<file path="src/rtl/usu_pkg.sv">
// shared constants and types of the async serial unit register block
package usu_pkg;
  // register window bases, as word indexes; the offset is the low byte of the index
  localparam logic [9:0] USU_BASE_BLOCKING = 10'h200;
  localparam logic [9:0] USU_BASE_NONBLOCKING = 10'h300;
  // register offsets (word indexes inside a window)
  localparam logic [7:0] USU_OFS_STATUS = 8'h44;
  localparam logic [7:0] USU_OFS_CONFIG = 8'h45;
  localparam logic [7:0] USU_OFS_EXT_CTRL = 8'h46;
  localparam logic [7:0] USU_OFS_DATA = 8'h47;
  localparam logic [7:0] USU_OFS_EVENT = 8'h48;
  localparam logic [7:0] USU_OFS_MASK = 8'h49;
  // extended_control field positions
  localparam int USU_EXT_RX_NINTH = 7;
  localparam int USU_EXT_TX_NINTH = 6;
  localparam int USU_EXT_PIN_DIR = 5;
  localparam int USU_EXT_TX_INV = 4;
  localparam int USU_EXT_OVERRUN_IE = 3;
  localparam int USU_EXT_NOISE_IE = 2;
  localparam int USU_EXT_FRAMING_IE = 1;
  localparam int USU_EXT_PARITY_IE = 0;
  // configuration field positions
  localparam int USU_CFG_NINE_BIT = 0;
  localparam int USU_CFG_LOOP = 1;
  localparam int USU_CFG_RX_SOURCE = 2;
  localparam int USU_CFG_PARITY_EN = 3;
  localparam int USU_CFG_PARITY_ODD = 4;
  // serial status field positions (error flags sit on the enable positions)
  localparam int USU_STAT_TX_EMPTY = 7;
  localparam int USU_STAT_RX_FULL = 5;
  // event / mask field positions
  localparam int USU_EVT_TX_EMPTY = 5;
  localparam int USU_EVT_RX_FULL = 4;
  // values after reset
  localparam logic [7:0] USU_EXT_CTRL_RST = 8'h00;
  localparam logic [7:0] USU_DATA_RST = 8'h00;
  localparam logic [7:0] USU_CONFIG_RST = 8'h00;
  localparam logic [5:0] USU_MASK_RST = 6'h00;
  // device clock cycles per serial bit
  localparam int USU_BIT_CYCLES = 16;
  // the four receive error flags, also the order of their enables
  typedef struct packed {
    logic overrun;
    logic noise;
    logic framing;
    logic parity;
  } usu_err_t;
  // receiver sequence, gray coded along idle-start-data-stop
  typedef enum logic [1:0] {
    USU_RX_IDLE = 2'b00,
    USU_RX_START = 2'b01,
    USU_RX_DATA = 2'b11,
    USU_RX_STOP = 2'b10
  } usu_rx_state_t;
endpackage

</file>
<file path="src/rtl/usu_tx_shift.sv">
// transmit shifter: frames one 8- or 9-bit character, lsb first
module usu_tx_shift import usu_pkg::*; #(
  parameter int BIT_CYCLES = USU_BIT_CYCLES
) (
  input wire logic clk_i,
  input wire logic rst_i,
  input wire logic load_i,
  input wire logic [8:0] data_i,
  input wire logic nine_bit_i,
  output logic busy_o,
  output logic line_o
);
  localparam int CW = $clog2(BIT_CYCLES);
  localparam logic [CW-1:0] LAST_CYC = CW'(BIT_CYCLES - 1);

  logic [10:0] shift_ff;
  logic [3:0] bits_left_ff;
  logic [CW-1:0] cyc_ff;
  logic busy_ff;
  logic line_ff;

  // frame: start 0, data lsb first, stop 1; unused top bit is never shifted out
  always_ff @(posedge clk_i) begin
    if (rst_i) begin
      shift_ff <= 11'h7ff;
      bits_left_ff <= 4'h0;
      cyc_ff <= '0;
      busy_ff <= 1'b0;
      line_ff <= 1'b1;
    end else if (!busy_ff) begin
      line_ff <= 1'b1;
      if (load_i) begin
        shift_ff <= nine_bit_i ? {1'b1, data_i, 1'b0} : {2'b11, data_i[7:0], 1'b0};
        bits_left_ff <= nine_bit_i ? 4'hb : 4'ha;
        cyc_ff <= '0;
        busy_ff <= 1'b1;
        line_ff <= 1'b0;
      end
    end else if (cyc_ff == LAST_CYC) begin
      cyc_ff <= '0;
      shift_ff <= {1'b1, shift_ff[10:1]};
      bits_left_ff <= bits_left_ff - 4'h1;
      busy_ff <= (bits_left_ff != 4'h1);
      line_ff <= (bits_left_ff == 4'h1) ? 1'b1 : shift_ff[1];
    end else begin
      cyc_ff <= cyc_ff + 1'b1;
    end
  end

  assign busy_o = busy_ff;
  assign line_o = line_ff;
endmodule // usu_tx_shift

</file>
<file path="src/rtl/usu_regs.sv">
// async serial unit: ninth bits, pin control, error interrupt enables, data buffer
// What this block does
// RULE1 - nine-bit mode: received ninth bit reads at extended control bit 7
// RULE2 - software reads the ninth bit before the data register
// RULE3 - nine-bit mode: extended control bit 6 is the ninth transmit bit
// RULE4 - nine-bit mode: data write sends all nine bits; stored ninth bit is reused
// RULE5 - single-wire mode: bit 5 set drives transmit pin, clear makes it input
// RULE6 - bit 4 inverts everything driven on the transmit line
// RULE7 - bit 3 lets the overrun flag raise the error interrupt
// RULE8 - bit 2 lets the noise flag raise the error interrupt
// RULE9 - bit 1 lets the framing flag raise the error interrupt
// RULE10 - bit 0 lets the parity flag raise the error interrupt
// RULE11 - data register reads receive buffer, writes transmit buffer
// RULE12 - data register read finishes the automatic flag clearing
// RULE13 - decode at bases 0x200 and 0x300; data at offset 0x47 resets zero
// RULE14 - zero sampled at stop bit sets framing flag with receive full
// RULE15 - frame is start 0, eight or nine data bits lsb first, stop 1
// RULE16 - error interrupt is OR of enabled error flags
module usu_regs import usu_pkg::*; #(
  parameter int BIT_CYCLES = USU_BIT_CYCLES
) (
  input wire logic clk_i,
  input wire logic rst_i,
  // classic wishbone slave, 32-bit data, byte address
  input wire logic wb_cyc_i,
  input wire logic wb_stb_i,
  input wire logic wb_we_i,
  input wire logic [11:0] wb_adr_i,
  input wire logic [3:0] wb_sel_i,
  input wire logic [31:0] wb_dat_i,
  output logic [31:0] wb_dat_o,
  output logic wb_ack_o,
  // serial lines
  input wire logic rxd_i,
  input wire logic txd_i,
  output logic txd_o,
  output logic txd_oe_o,
  // interrupts
  output logic irq_o,
  output logic err_irq_o
);
  localparam int CW = $clog2(BIT_CYCLES);
  localparam logic [CW-1:0] LAST_CYC = CW'(BIT_CYCLES - 1);
  localparam logic [CW-1:0] MID_CYC = CW'(BIT_CYCLES / 2);

  // bus side
  logic ack_ff;
  logic [31:0] rdat_ff;
  logic acc;
  logic hit;
  logic wr_lane0;
  logic [7:0] ofs;
  logic rd_status;
  logic rd_data;
  logic wr_data;
  logic rd_event;

  // registers
  logic [7:0] ext_ff;
  logic [7:0] cfg_ff;
  logic [5:0] mask_ff;
  logic [5:0] event_ff;
  logic [7:0] rx_buf_ff;
  logic rx_ninth_ff;
  logic rx_full_ff;
  logic tx_empty_ff;
  logic [8:0] tx_buf_ff;
  logic tx_pend_ff;
  usu_err_t err_ff;
  logic armed_ff;

  // line side
  logic txd_ff;
  logic txd_oe_ff;
  logic irq_ff;
  logic err_irq_ff;
  logic tx_busy;
  logic tx_line;
  logic tx_load;
  logic rx_line;
  logic single_wire;

  // receiver
  usu_rx_state_t rx_state_ff;
  usu_rx_state_t nxt_rx_state;
  logic [CW-1:0] rx_cyc_ff;
  logic [3:0] rx_bits_ff;
  logic [8:0] rx_shift_ff;
  logic [2:0] rx_samp_ff;
  logic rx_noise_ff;
  logic rx_eval;
  logic rx_vote;
  logic rx_done;
  logic rx_fe;
  logic rx_pe;
  logic rx_lost;
  logic [8:0] rx_word;
  logic [7:0] stat_rd;

  // address decode: both windows reach the same registers
  assign acc = wb_cyc_i && wb_stb_i && !ack_ff;
  assign hit = (wb_adr_i[11:10] == USU_BASE_BLOCKING[9:8]) ||
               (wb_adr_i[11:10] == USU_BASE_NONBLOCKING[9:8]); // [RULE13]
  assign ofs = wb_adr_i[9:2];
  assign wr_lane0 = acc && hit && wb_we_i && wb_sel_i[0];
  assign rd_status = acc && hit && !wb_we_i && (ofs == USU_OFS_STATUS);
  assign rd_data = acc && hit && !wb_we_i && (ofs == USU_OFS_DATA); // [RULE11]
  assign wr_data = wr_lane0 && (ofs == USU_OFS_DATA); // [RULE11]
  assign rd_event = acc && hit && !wb_we_i && (ofs == USU_OFS_EVENT);

  // serial status image; error flags share the enable bit positions
  assign stat_rd = {tx_empty_ff, 1'b0, rx_full_ff, 1'b0, err_ff};

  // one wait state: ack and read data rise together, ack drops after one cycle
  always_ff @(posedge clk_i) begin
    if (rst_i) begin
      ack_ff <= 1'b0;
      rdat_ff <= 32'h0000_0000;
    end else begin
      ack_ff <= acc;
      rdat_ff <= 32'h0000_0000;
      if (acc && hit && !wb_we_i) begin
        case (ofs)
          USU_OFS_STATUS: rdat_ff[7:0] <= stat_rd;
          USU_OFS_CONFIG: rdat_ff[7:0] <= cfg_ff;
          USU_OFS_EXT_CTRL: rdat_ff[7:0] <= {rx_ninth_ff, ext_ff[6:0]}; // [RULE1]
          USU_OFS_DATA: rdat_ff[7:0] <= rx_buf_ff; // [RULE11]
          USU_OFS_EVENT: rdat_ff[5:0] <= event_ff;
          USU_OFS_MASK: rdat_ff[5:0] <= mask_ff;
          default: rdat_ff <= 32'h0000_0000; // unmapped reads zero, still acked
        endcase
      end
    end
  end

  // software controls; bit 7 of extended control is hardware owned
  always_ff @(posedge clk_i) begin
    if (rst_i) begin
      ext_ff <= USU_EXT_CTRL_RST;
      cfg_ff <= USU_CONFIG_RST;
      mask_ff <= USU_MASK_RST;
    end else if (wr_lane0) begin
      if (ofs == USU_OFS_EXT_CTRL) begin
        ext_ff <= {1'b0, wb_dat_i[6:0]}; // ninth tx bit held until rewritten [RULE3]
      end
      if (ofs == USU_OFS_CONFIG) begin
        cfg_ff <= {3'h0, wb_dat_i[4:0]};
      end
      if (ofs == USU_OFS_MASK) begin
        mask_ff <= wb_dat_i[5:0];
      end
    end
  end

  // transmit buffer: data write captures byte plus the stored ninth bit
  assign tx_load = tx_pend_ff && !tx_busy;
  always_ff @(posedge clk_i) begin
    if (rst_i) begin
      tx_buf_ff <= {1'b0, USU_DATA_RST};
      tx_pend_ff <= 1'b0;
      tx_empty_ff <= 1'b1;
    end else begin
      if (tx_load) begin
        tx_pend_ff <= 1'b0;
        tx_empty_ff <= 1'b1;
      end
      if (wr_data) begin
        tx_buf_ff <= {ext_ff[USU_EXT_TX_NINTH], wb_dat_i[7:0]}; // [RULE3] [RULE4]
        tx_pend_ff <= 1'b1;
        tx_empty_ff <= 1'b0;
      end
    end
  end

  // whole nine-bit value goes to the shifter in one step
  usu_tx_shift #(
    .BIT_CYCLES(BIT_CYCLES)
  ) u_tx (
    .clk_i(clk_i),
    .rst_i(rst_i),
    .load_i(tx_load),
    .data_i(tx_buf_ff), // [RULE4]
    .nine_bit_i(cfg_ff[USU_CFG_NINE_BIT]),
    .busy_o(tx_busy),
    .line_o(tx_line)
  );

  // pin drive: inversion covers start, data, stop and idle alike
  assign single_wire = cfg_ff[USU_CFG_LOOP] && cfg_ff[USU_CFG_RX_SOURCE];
  always_ff @(posedge clk_i) begin
    if (rst_i) begin
      txd_ff <= 1'b1;
      txd_oe_ff <= 1'b1;
    end else begin
      txd_ff <= tx_line ^ ext_ff[USU_EXT_TX_INV]; // [RULE6]
      txd_oe_ff <= single_wire ? ext_ff[USU_EXT_PIN_DIR] : 1'b1; // [RULE5]
    end
  end

  // receive source: own pin, internal loop, or the shared transmit pin
  assign rx_line = !cfg_ff[USU_CFG_LOOP] ? rxd_i :
                   cfg_ff[USU_CFG_RX_SOURCE] ? txd_i : tx_line;

  // three samples around mid-bit; a disagreement marks noise
  assign rx_eval = (rx_cyc_ff == MID_CYC + 1'b1);
  assign rx_vote = (rx_samp_ff[0] & rx_samp_ff[1]) | (rx_samp_ff[1] & rx_samp_ff[2]) |
                   (rx_samp_ff[0] & rx_samp_ff[2]);
  assign rx_done = (rx_state_ff == USU_RX_STOP) && rx_eval;
  assign rx_fe = rx_done && !rx_vote; // zero where stop expected [RULE14]
  assign rx_word = cfg_ff[USU_CFG_NINE_BIT] ? rx_shift_ff : {1'b0, rx_shift_ff[8:1]};
  assign rx_pe = cfg_ff[USU_CFG_PARITY_EN] && ((^rx_word) != cfg_ff[USU_CFG_PARITY_ODD]);
  // a clearing read in the same cycle frees the buffer, so nothing is lost then
  assign rx_lost = rx_done && rx_full_ff && !(rd_data && armed_ff);

  // receiver sequence; a start that votes high is a glitch and is dropped
  always_comb begin
    nxt_rx_state = rx_state_ff;
    case (rx_state_ff)
      USU_RX_IDLE: begin
        if (!rx_line) begin
          nxt_rx_state = USU_RX_START; // [RULE15]
        end
      end
      USU_RX_START: begin
        if (rx_eval) begin
          nxt_rx_state = rx_vote ? USU_RX_IDLE : USU_RX_START;
        end else if (rx_cyc_ff == LAST_CYC) begin
          nxt_rx_state = USU_RX_DATA;
        end
      end
      USU_RX_DATA: begin
        if ((rx_cyc_ff == LAST_CYC) && (rx_bits_ff == 4'h1)) begin
          nxt_rx_state = USU_RX_STOP;
        end
      end
      USU_RX_STOP: begin
        if (rx_eval) begin
          nxt_rx_state = USU_RX_IDLE; // resync early on the next start edge
        end
      end
      default: nxt_rx_state = USU_RX_IDLE;
    endcase
  end

  // receiver timing and shifting, lsb first into the top of the shifter
  always_ff @(posedge clk_i) begin
    if (rst_i) begin
      rx_state_ff <= USU_RX_IDLE;
      rx_cyc_ff <= '0;
      rx_bits_ff <= 4'h0;
      rx_shift_ff <= 9'h000;
      rx_samp_ff <= 3'h7;
      rx_noise_ff <= 1'b0;
    end else begin
      rx_state_ff <= nxt_rx_state;
      if (rx_state_ff == USU_RX_IDLE) begin
        rx_cyc_ff <= '0;
        rx_noise_ff <= 1'b0;
        rx_bits_ff <= cfg_ff[USU_CFG_NINE_BIT] ? 4'h9 : 4'h8; // [RULE15]
      end else begin
        rx_cyc_ff <= (rx_cyc_ff == LAST_CYC) ? '0 : rx_cyc_ff + 1'b1;
        if ((rx_cyc_ff >= MID_CYC - CW'(2)) && (rx_cyc_ff <= MID_CYC)) begin
          rx_samp_ff <= {rx_samp_ff[1:0], rx_line};
        end
        if (rx_eval) begin
          rx_noise_ff <= rx_noise_ff | (rx_samp_ff != 3'h0 && rx_samp_ff != 3'h7);
          if (rx_state_ff == USU_RX_DATA) begin
            rx_shift_ff <= {rx_vote, rx_shift_ff[8:1]}; // [RULE15]
          end
        end
        if ((rx_state_ff == USU_RX_DATA) && (rx_cyc_ff == LAST_CYC)) begin
          rx_bits_ff <= rx_bits_ff - 4'h1;
        end
      end
    end
  end

  // arm clearing on a status read that saw a receive flag set
  always_ff @(posedge clk_i) begin
    if (rst_i) begin
      armed_ff <= 1'b0;
    end else if (rd_status) begin
      armed_ff <= rx_full_ff || (err_ff != '0);
    end else if (rd_data) begin
      armed_ff <= 1'b0;
    end
  end

  // receive buffer and flags; a new character beats the clearing read
  always_ff @(posedge clk_i) begin
    if (rst_i) begin
      rx_buf_ff <= USU_DATA_RST;
      rx_ninth_ff <= 1'b0;
      rx_full_ff <= 1'b0;
      err_ff <= '0;
    end else begin
      if (rd_data && armed_ff) begin
        rx_full_ff <= 1'b0; // data read finishes the sequence [RULE12]
        err_ff <= '0;
      end
      if (rx_done) begin
        if (rx_full_ff && !(rd_data && armed_ff)) begin
          err_ff.overrun <= 1'b1; // buffer still full: character lost
        end else begin
          rx_buf_ff <= rx_word[7:0];
          rx_ninth_ff <= cfg_ff[USU_CFG_NINE_BIT] & rx_word[8]; // [RULE1]
          rx_full_ff <= 1'b1;
          err_ff.noise <= rx_noise_ff;
          err_ff.framing <= rx_fe; // [RULE14]
          err_ff.parity <= rx_pe;
          err_ff.overrun <= 1'b0;
        end
      end
    end
  end

  // sticky events, cleared by reading them; a same-cycle event stays
  always_ff @(posedge clk_i) begin
    if (rst_i) begin
      event_ff <= 6'h00;
    end else begin
      event_ff <= (rd_event ? 6'h00 : event_ff) |
                  {tx_load, rx_done && !rx_lost,
                   rx_lost, rx_done && rx_noise_ff, rx_fe, rx_done && rx_pe};
    end
  end

  // interrupt outputs, registered
  always_ff @(posedge clk_i) begin
    if (rst_i) begin
      irq_ff <= 1'b0;
      err_irq_ff <= 1'b0;
    end else begin
      irq_ff <= |(event_ff & mask_ff);
      err_irq_ff <= (err_ff.overrun & ext_ff[USU_EXT_OVERRUN_IE]) | // [RULE7] [RULE16]
                    (err_ff.noise & ext_ff[USU_EXT_NOISE_IE]) | // [RULE8]
                    (err_ff.framing & ext_ff[USU_EXT_FRAMING_IE]) | // [RULE9]
                    (err_ff.parity & ext_ff[USU_EXT_PARITY_IE]); // [RULE10]
    end
  end

  assign wb_ack_o = ack_ff;
  assign wb_dat_o = rdat_ff;
  assign txd_o = txd_ff;
  assign txd_oe_o = txd_oe_ff;
  assign irq_o = irq_ff;
  assign err_irq_o = err_irq_ff;
endmodule // usu_regs

</file>
<file path="config.mk">
export PLATFORM = sky130hd
export DESIGN_NAME = usu_regs
export DESIGN_NICKNAME = d
export VERILOG_FILES = /design/src/rtl/usu_pkg.sv /design/src/rtl/usu_tx_shift.sv /design/src/rtl/usu_regs.sv
export SDC_FILE = /design/constraint.sdc
export NUM_CORES = 1
export LEC_CHECK = 0
export BUFFER_PORTS_ARGS = -buffer_cell sky130_fd_sc_hd__buf_2
export CORE_ASPECT_RATIO = 0.8
export CORE_UTILIZATION = 52
export CTS_BUF_LIST = sky130_fd_sc_hd__clkbuf_4
export DETAILED_ROUTE_END_ITERATION = 16
export PLACE_DENSITY_LB_ADDON = 0.08
export SLEW_MARGIN = 10
export SYNTH_ARGS = -nofsm -noshare
export SYNTH_HDL_FRONTEND = slang
export SYNTH_SLANG_ARGS = --single-unit
</file>
<file path="constraint.sdc">
create_clock -name clk_i -period 2 [get_ports clk_i]
set_clock_uncertainty 0.1 [all_clocks]
set_input_delay 0.4 -clock clk_i [delete_from_list [all_inputs] [get_ports clk_i]]
set_output_delay 0.4 -clock clk_i [all_outputs]
set_load 0.05 [all_outputs]
</file>
==> impl_results.md, run 1 <==
- Clk sinks: between 100 and 150
- Element type at the critical path start: register
- Vias in the first global route: ~3400
- Total GRT Usage: between 20% and 30%
- Antenna viol nets, final: 0
- CTS buffer count: 9
- Worst setup margin: approximately 0.13 ns
- Buffers on Ports: 37
- Failing checks: design-rule violations
- Sequential-to-total area share from yosys stat: a little over two fifths
- Compound-cell area share of the yosys netlist: between 10% and 20%
- Sum Neg Setup Slack: 0 ns
- Clock Latency Late Sink: 0.48 ns
- Dominant cells by area after synthesis: dfxtp_1, mux2i_1, nor2_1, buf_4, nand2_1
- Clk slew on worst S/H paths: between 0.15 and 0.2 ns
- Min Hold Slack: 0.0495 ns
- Die W: 112 um
- Cell Pwr Density: about 630 nW/um^2
- Post-Synth Simple-Gate Area: 18.0%
- Ant. Diodes: 0
- Initial cell density of the core: 54.3%
- CTS tree: built
- Critical path class: reg -> reg
- Routed WL: roughly 11000 um
- Max Fclk: about 0.54 GHz
- Post-synth EDFFs: 0
- Vias post-DR: around 4000
- 1st-iter DRT viols: around 240
- Post-synthesis register bit count: about 110
- Area after DPL: 5330 um^2
- Final Cell Area: roughly 5500 um^2
- Slew Limit Fails: 0
- Final HPWL DP: 8330 um
- Avg Vias per Cell: roughly 5.6
- Post-synthesis adder-cell area fraction: about 2.0%
- Worst Tran Pin Value: slightly below 0.8 ns
- H-tree depth: 3
- Nets: between 600 and 700
- Seq. cell area: between 2000 and 2500 um^2
- Fill cell count: around 820
- Yosys top cell by area: dfxtp_1
- DP Worst Slack: -0.0568 ns
- Worst reg-to-reg path cell count: 9
- Area share of the largest cell type after synthesis: 42.1%
- # rows: 31
- CP max FO: 17
- Slew HR: approximately 48%
- Post-DR wirelength/cell: 15.7 um
- Worst VDD drop: ~0.00042 V
- Synth Cell Area: 4990 um^2
- Syn Area/Cell: 9.10 um^2
- Post-Synth XOR/XNOR Area: under 10%
- Core Region: 9190 um^2
- Area Overhead vs Synth: 9.72%
- Final GP Congestion: 0.913
- Hold_sp: wb_dat_i[7]
- Layout Utilization: 59.6%
- Setup slack, reg-to-reg: 0.13 ns
- Die area: roughly 10000 um^2
- Final Setup Violations: 0
- Max_cap viols: 0
- Hold depth: 3
- Largest net degree at the start of global routing: 22
- Share of layout cells above drive strength 1: 17.9%
- Largest family of logic cells by synthesized area: simple AND/OR/NAND/NOR gates
- Max clock buf depth: 2
- R2R Path End: rx_buf_ff[3]
- Unrepaired setup endpoints after global routing: yes
- Hold EP: tx_buf_ff[7]
- Final critical-path required period: ~1.9 ns
- Area of the multi-input gates: about 2600 um^2
- Synthesized instance count: ~550
- Tcrit/Tclk final: around 93%
- Detailed Routing Iterations Pass 1: 14
- Hold Path Class: in -> reg
- Total grt overflow: 0
- Die H: around 90 um
- Worst Path Required: ~2.3 ns
- Multiplexer area fraction after synthesis: 14.6%
- Async set-reset flop share out of synthesis: 0%
- Top FF cell, synth: dfxtp_1
- Drt drc: 8
- Final count of hold timing violations: 0
- WP data arrival: 2.16 ns
- Synth Warn #: 0
- Root Buffer: clkbuf_4
- Status: complete, but fails checks
- Lkg Pwr: ~0.0023 uW
- Crit end category: register
- Global-route wire length before repair: ~18000 um
- Netlist cell types: 60
- R2r startpoint: rx_cyc_ff[1]
- # IOs: 92
- Initial antenna violation count: 0
==> what timing repair did <==
action | 4_1_cts | 5_1_grt
hold endpoints to repair | 0 | 0
setup buffers | 0 | 0
setup endpoints to repair | 0 | 9
hold buffers | 0 | 0
gates resized for setup | 0 | 3
==> routing by layer <==
layer	GRT usage, %	wire, um
met4	6.02	115
met3	5.10	652
met2	36.8	4880
met5	0	0
met1	31.8	5560
==> per-stage QoR <==
stage | total power (uW) | instances
floorplan | 2380 | 572
global placement | 2410 | 698
detailed placement | 2410 | 698
CTS | 3480 | 714
global route | 3570 | 714
finish | 3430 | 714
==> placed cells by master (no fill, tap or decap), types with 7 or more instances in the layout <==
cell	count
clkbuf_4	9
xnor2_1	8
conb_1	24
mux2i_1	66
dfxtp_1	105
nor2b_1	8
o21ai_0	25
buf_2	37
a21oi_1	23
a211oi_1	11
ha_1	8
nand2_1	41
nor2_1	79
inv_1	11
a22oi_1	11
nand3_1	18
buf_4	30
nor3_1	7
==> state kept, by name, summed over array words and instances, names as in the netlist, 2 cells and up <==
name / count
cfg_ff: 5
rx_samp_ff: 3
event_ff: 6
rx_bits_ff: 4
rx_buf_ff: 8
ext_ff: 7
rx_shift_ff: 9
rx_cyc_ff: 4
err_ff: 4
rx_state_ff: 2
wb_dat_o: 8
mask_ff: 6
tx_buf_ff: 9
u_tx.cyc_ff: 4
u_tx.shift_ff: 9
u_tx.bits_left_ff: 4
==> worst max-delay path by stage <==
stage                  from  slack, ns           end  cells past startpoint
4_1_cts        rx_cyc_ff[1]       0.02  rx_buf_ff[1]                      9
6_report       rx_cyc_ff[1]       0.13  rx_buf_ff[3]                      9
5_1_grt        rx_cyc_ff[1]      -0.01  rx_buf_ff[3]                      9
3_5_place_dp    wb_adr_i[7]      -0.06  rx_buf_ff[1]                      8
3_3_place_gp    wb_adr_i[7]       0.04  rx_buf_ff[6]                      8
2_1_floorplan   wb_adr_i[7]       0.09     err_ff[1]                      7
==> synthesized netlist by cell type (3+ instances only) <==
cell type	instances
nor2b_1	8
and2_2	3
a311oi_1	3
inv_1	11
dfxtp_1	105
buf_2	5
a32oi_1	3
xor2_1	6
and3_1	4
buf_4	25
mux2i_1	66
nor2_1	79
ha_1	8
nand3_1	18
a31oi_1	5
nand2_1	41
o21ai_0	25
a21oi_1	23
xnor2_1	8
a211oi_1	12
clkbuf_1	18
nor3_1	7
buf_1	6
a22oi_1	11
nor3b_1	4
==> worst max-delay path, cell delays in order (launching register included) <==
cell,delay (ns)
dfxtp_1,0.35
inv_1,0.05
ha_1,0.15
and3b_2,0.22
nand2_1,0.07
or2_4,0.27
a21oi_4,0.15
buf_12,0.16
nor2_1,0.04
a211oi_1,0.22
==> where the power goes <==
part	leakage, uW	internal [uW]	switching [uW]
clock	0.0000775	293	764
combinational	0.00136	61.2	199
sequential	0.000847	2100	11.4
==> kinds of logic after synthesis <==
group                    Yosys count
AND/OR/NAND/NOR                  184
flip-flops                       105
AO/OA/AOI/OAI                     97
multiplexers                      70
buffers and inverters             69
XOR/XNOR                          15
adder cells (fa/ha/maj)            8
other                              1
==> final cells by class <==
cell class	count	area share, %
Sequential cell	105	38.4
Multi-Input combinational cell	398	47.5
Timing Repair Buffer	69	8.22
Inverter	11	0.753
Tap cell	115	2.63
Clock inverter	7	1.28
Clock buffer	9	1.23
Note: power is estimated with default switching activity, not from simulation.
==> inputs of run 2 (changes only) <==
--- a/config.mk
+++ b/config.mk
@@ -7,7 +7,7 @@
 export LEC_CHECK = 0
 export BUFFER_PORTS_ARGS = -buffer_cell sky130_fd_sc_hd__buf_2
 export CORE_ASPECT_RATIO = 0.8
-export CORE_UTILIZATION = 52
+export CORE_UTILIZATION = 45
 export CTS_BUF_LIST = sky130_fd_sc_hd__clkbuf_4
 export DETAILED_ROUTE_END_ITERATION = 16
 export PLACE_DENSITY_LB_ADDON = 0.08
==> impl_results.md, run 2 (synthesis results as in run 1) <==
- Flop pwr share: between 50% and 60%
- Post-DR wirelength/cell: roughly 16 um
- Area Overhead vs Synth: 11.4%
- Clk sinks: between 100 and 150
- Vias in the first global route: between 3000 and 4000
- Slew HR: between 60% and 70%
- Avg Vias per Cell: around 5.3
- Initial cell density of the core: a little under half
- CTS tree: built
- Clock power share: 35.4%
- Tcrit/Tclk final: slightly above 90%
- Min Hold Slack: 0.0772 ns
- Drt drc: 0
- Clock Latency Late Sink: approximately 0.46 ns
- Worst reg-to-reg path cell count: 9
- Share of layout cells above drive strength 1: 17.3%
- Most frequent cells in the layout: dfxtp_1, nor2_1, mux2i_1, nand2_1, buf_2
- Total grt overflow: 0
- CTS buffer count: 9
- Setup slack, reg-to-reg: roughly 0.13 ns
- Gate power share: ~7%
- Max clock buf depth: 2
- Max_cap viols: 0
- Clk slew on worst S/H paths: ~0.14 ns
- Critical path class: reg -> reg
- WP data arrival: approximately 2.1 ns
- Die area: around 12000 um^2
- CP max FO: 19
- Worst Path Required: ~2.3 ns
- Final HPWL DP: 8490 um
- Initial antenna violation count: 0
- Buffers on Ports: 37
- Final count of hold timing violations: 0
- Cell Pwr Density: around 660 nW/um^2
- # rows: 34
- Element type at the critical path start: register
- DP Worst Slack: -0.0190 ns
- Crit end category: register
- Fill cell count: approximately 1000
- Die H: between 90 and 100 um
- Worst Tran Pin Value: 0.527 ns
- Detailed Routing Iterations Pass 1: 4
- Internal power: ~2800 uW
- Vias post-DR: just under 4000
- Final Cell Area: 5560 um^2
- Core Region: 10800 um^2
- R2R Path End: rx_buf_ff[4]
- Sum Neg Setup Slack: 0 ns
- Worst setup margin: between 0.1 and 0.15 ns
- Max Fclk: approximately 0.54 GHz
- Global-route wire length before repair: approximately 19000 um
- Critical Path Sink: rx_buf_ff[4]
- NetSw: 884 uW
- Nets: 655
- H-tree depth: 3
- Sw Ratio: 24.1%
- Final critical-path required period: approximately 1.9 ns
- Area after DPL: around 5400 um^2
- Antenna viol nets, final: 0
- Largest net degree at the start of global routing: 54
- Worst VDD drop: ~0.00036 V
- 1st-iter DRT viols: 211
- Ant. Diodes: 0
- Largest regs: rx_shift_ff (9), tx_buf_ff (9), u_tx.shift_ff (9)
- Die W: between 100 and 150 um
- Final GP Congestion: between 0.8 and 0.9
- Total GRT Usage: 21.2%
- Slew Limit Fails: 0
- Crit path launch: rx_cyc_ff[1]
- Commonest non-fill, non-tap cell in the layout: dfxtp_1
- R2r startpoint: rx_cyc_ff[1]
- # IOs: 92
- Root Buffer: clkbuf_4
- Hold Path Class: in -> reg
- Status: complete, no violations
- Lkg Pwr: 0.00230 uW
- Routed WL: 11600 um
- Final Setup Violations: 0
==> run 2: changes by cell type in the layout (fill, tap and decap cells not counted), moves of 2 or more <==
| cell | previous run | this run |
|---|---|---|
| clkinv_2 | 1 | 3 |
| inv_6 | 2 | 0 |
| bufinv_16 | 0 | 3 |
| buf_12 | 2 | 4 |
| inv_8 | 2 | 0 |
| buf_4 | 30 | 26 |
==> run 2: repair_timing <==
| item | in CTS | in global routing |
|---|---|---|
| setup buffers | 0 | 0 |
| endpoints found under the hold margin | 0 | 0 |
| hold buffers | 0 | 0 |
| setup endpoints to repair | 0 | 9 |
| gates resized for setup | 0 | 2 |
==> run 2: through the flow <==
stage	power [uW]	cells	utilization [%]
2_1_floorplan	2380	572	-
3_3_place_gp	2410	725	49.6
3_5_place_dp	2410	725	49.6
4_1_cts	3710	741	51.2
5_1_grt	3830	741	51.3
6_report	3670	741	51.3
==> run 2: worst min-delay path by stage <==
| stage | depth (start not counted) | from | to | slack (ns) |
|---|---|---|---|---|
| after floorplan | 1 | cfg_ff[1] | txd_oe_o | 0.32 |
| after global placement | 2 | rx_ninth_ff | rx_ninth_ff | 0.34 |
| after detailed placement | 2 | rx_ninth_ff | rx_ninth_ff | 0.35 |
| after CTS | 3 | wb_dat_i[7] | tx_buf_ff[7] | 0.06 |
| after global routing | 3 | wb_dat_i[7] | tx_buf_ff[7] | 0.1 |
| final | 3 | wb_dat_i[7] | tx_buf_ff[7] | 0.08 |
==> run 2: routing by layer <==
layer,global-route usage [%],vias up,routed length [um]
met5,0,-,0
met4,7.08,0,195
met3,4.21,13,580
met2,33.4,115,5060
met1,29.0,1821,5820
li1,-,1963,-
==> run 2: cell type report <==
class	count	area (um^2)	area share, %
clock buffers	9	67.6	1.21
clock inverters	7	109	1.96
inverters	11	41.3	0.742
multi-input cells	398	2600	46.8
flip-flops and latches	105	2100	37.8
well taps	144	180	3.24
repair buffers	67	460	8.28
==> run 2: worst max-delay path, stage by stage, from the launching register on <==
cell,delay [ns]
dfxtp_1,0.34
inv_1,0.05
ha_1,0.15
and3b_1,0.22
nand2_1,0.09
or2_4,0.29
a21oi_4,0.14
buf_12,0.17
nor2_1,0.05
a211oi_1,0.20
==> run 2: power groups by stage <==
stage | combinational, uW | sequential, uW | clock [uW]
floorplan | 221 | 2150 | 0
global placement | 253 | 2160 | 0
detailed placement | 255 | 2160 | 0
CTS | 256 | 2110 | 1340
global route | 276 | 2120 | 1430
finish | 256 | 2110 | 1300
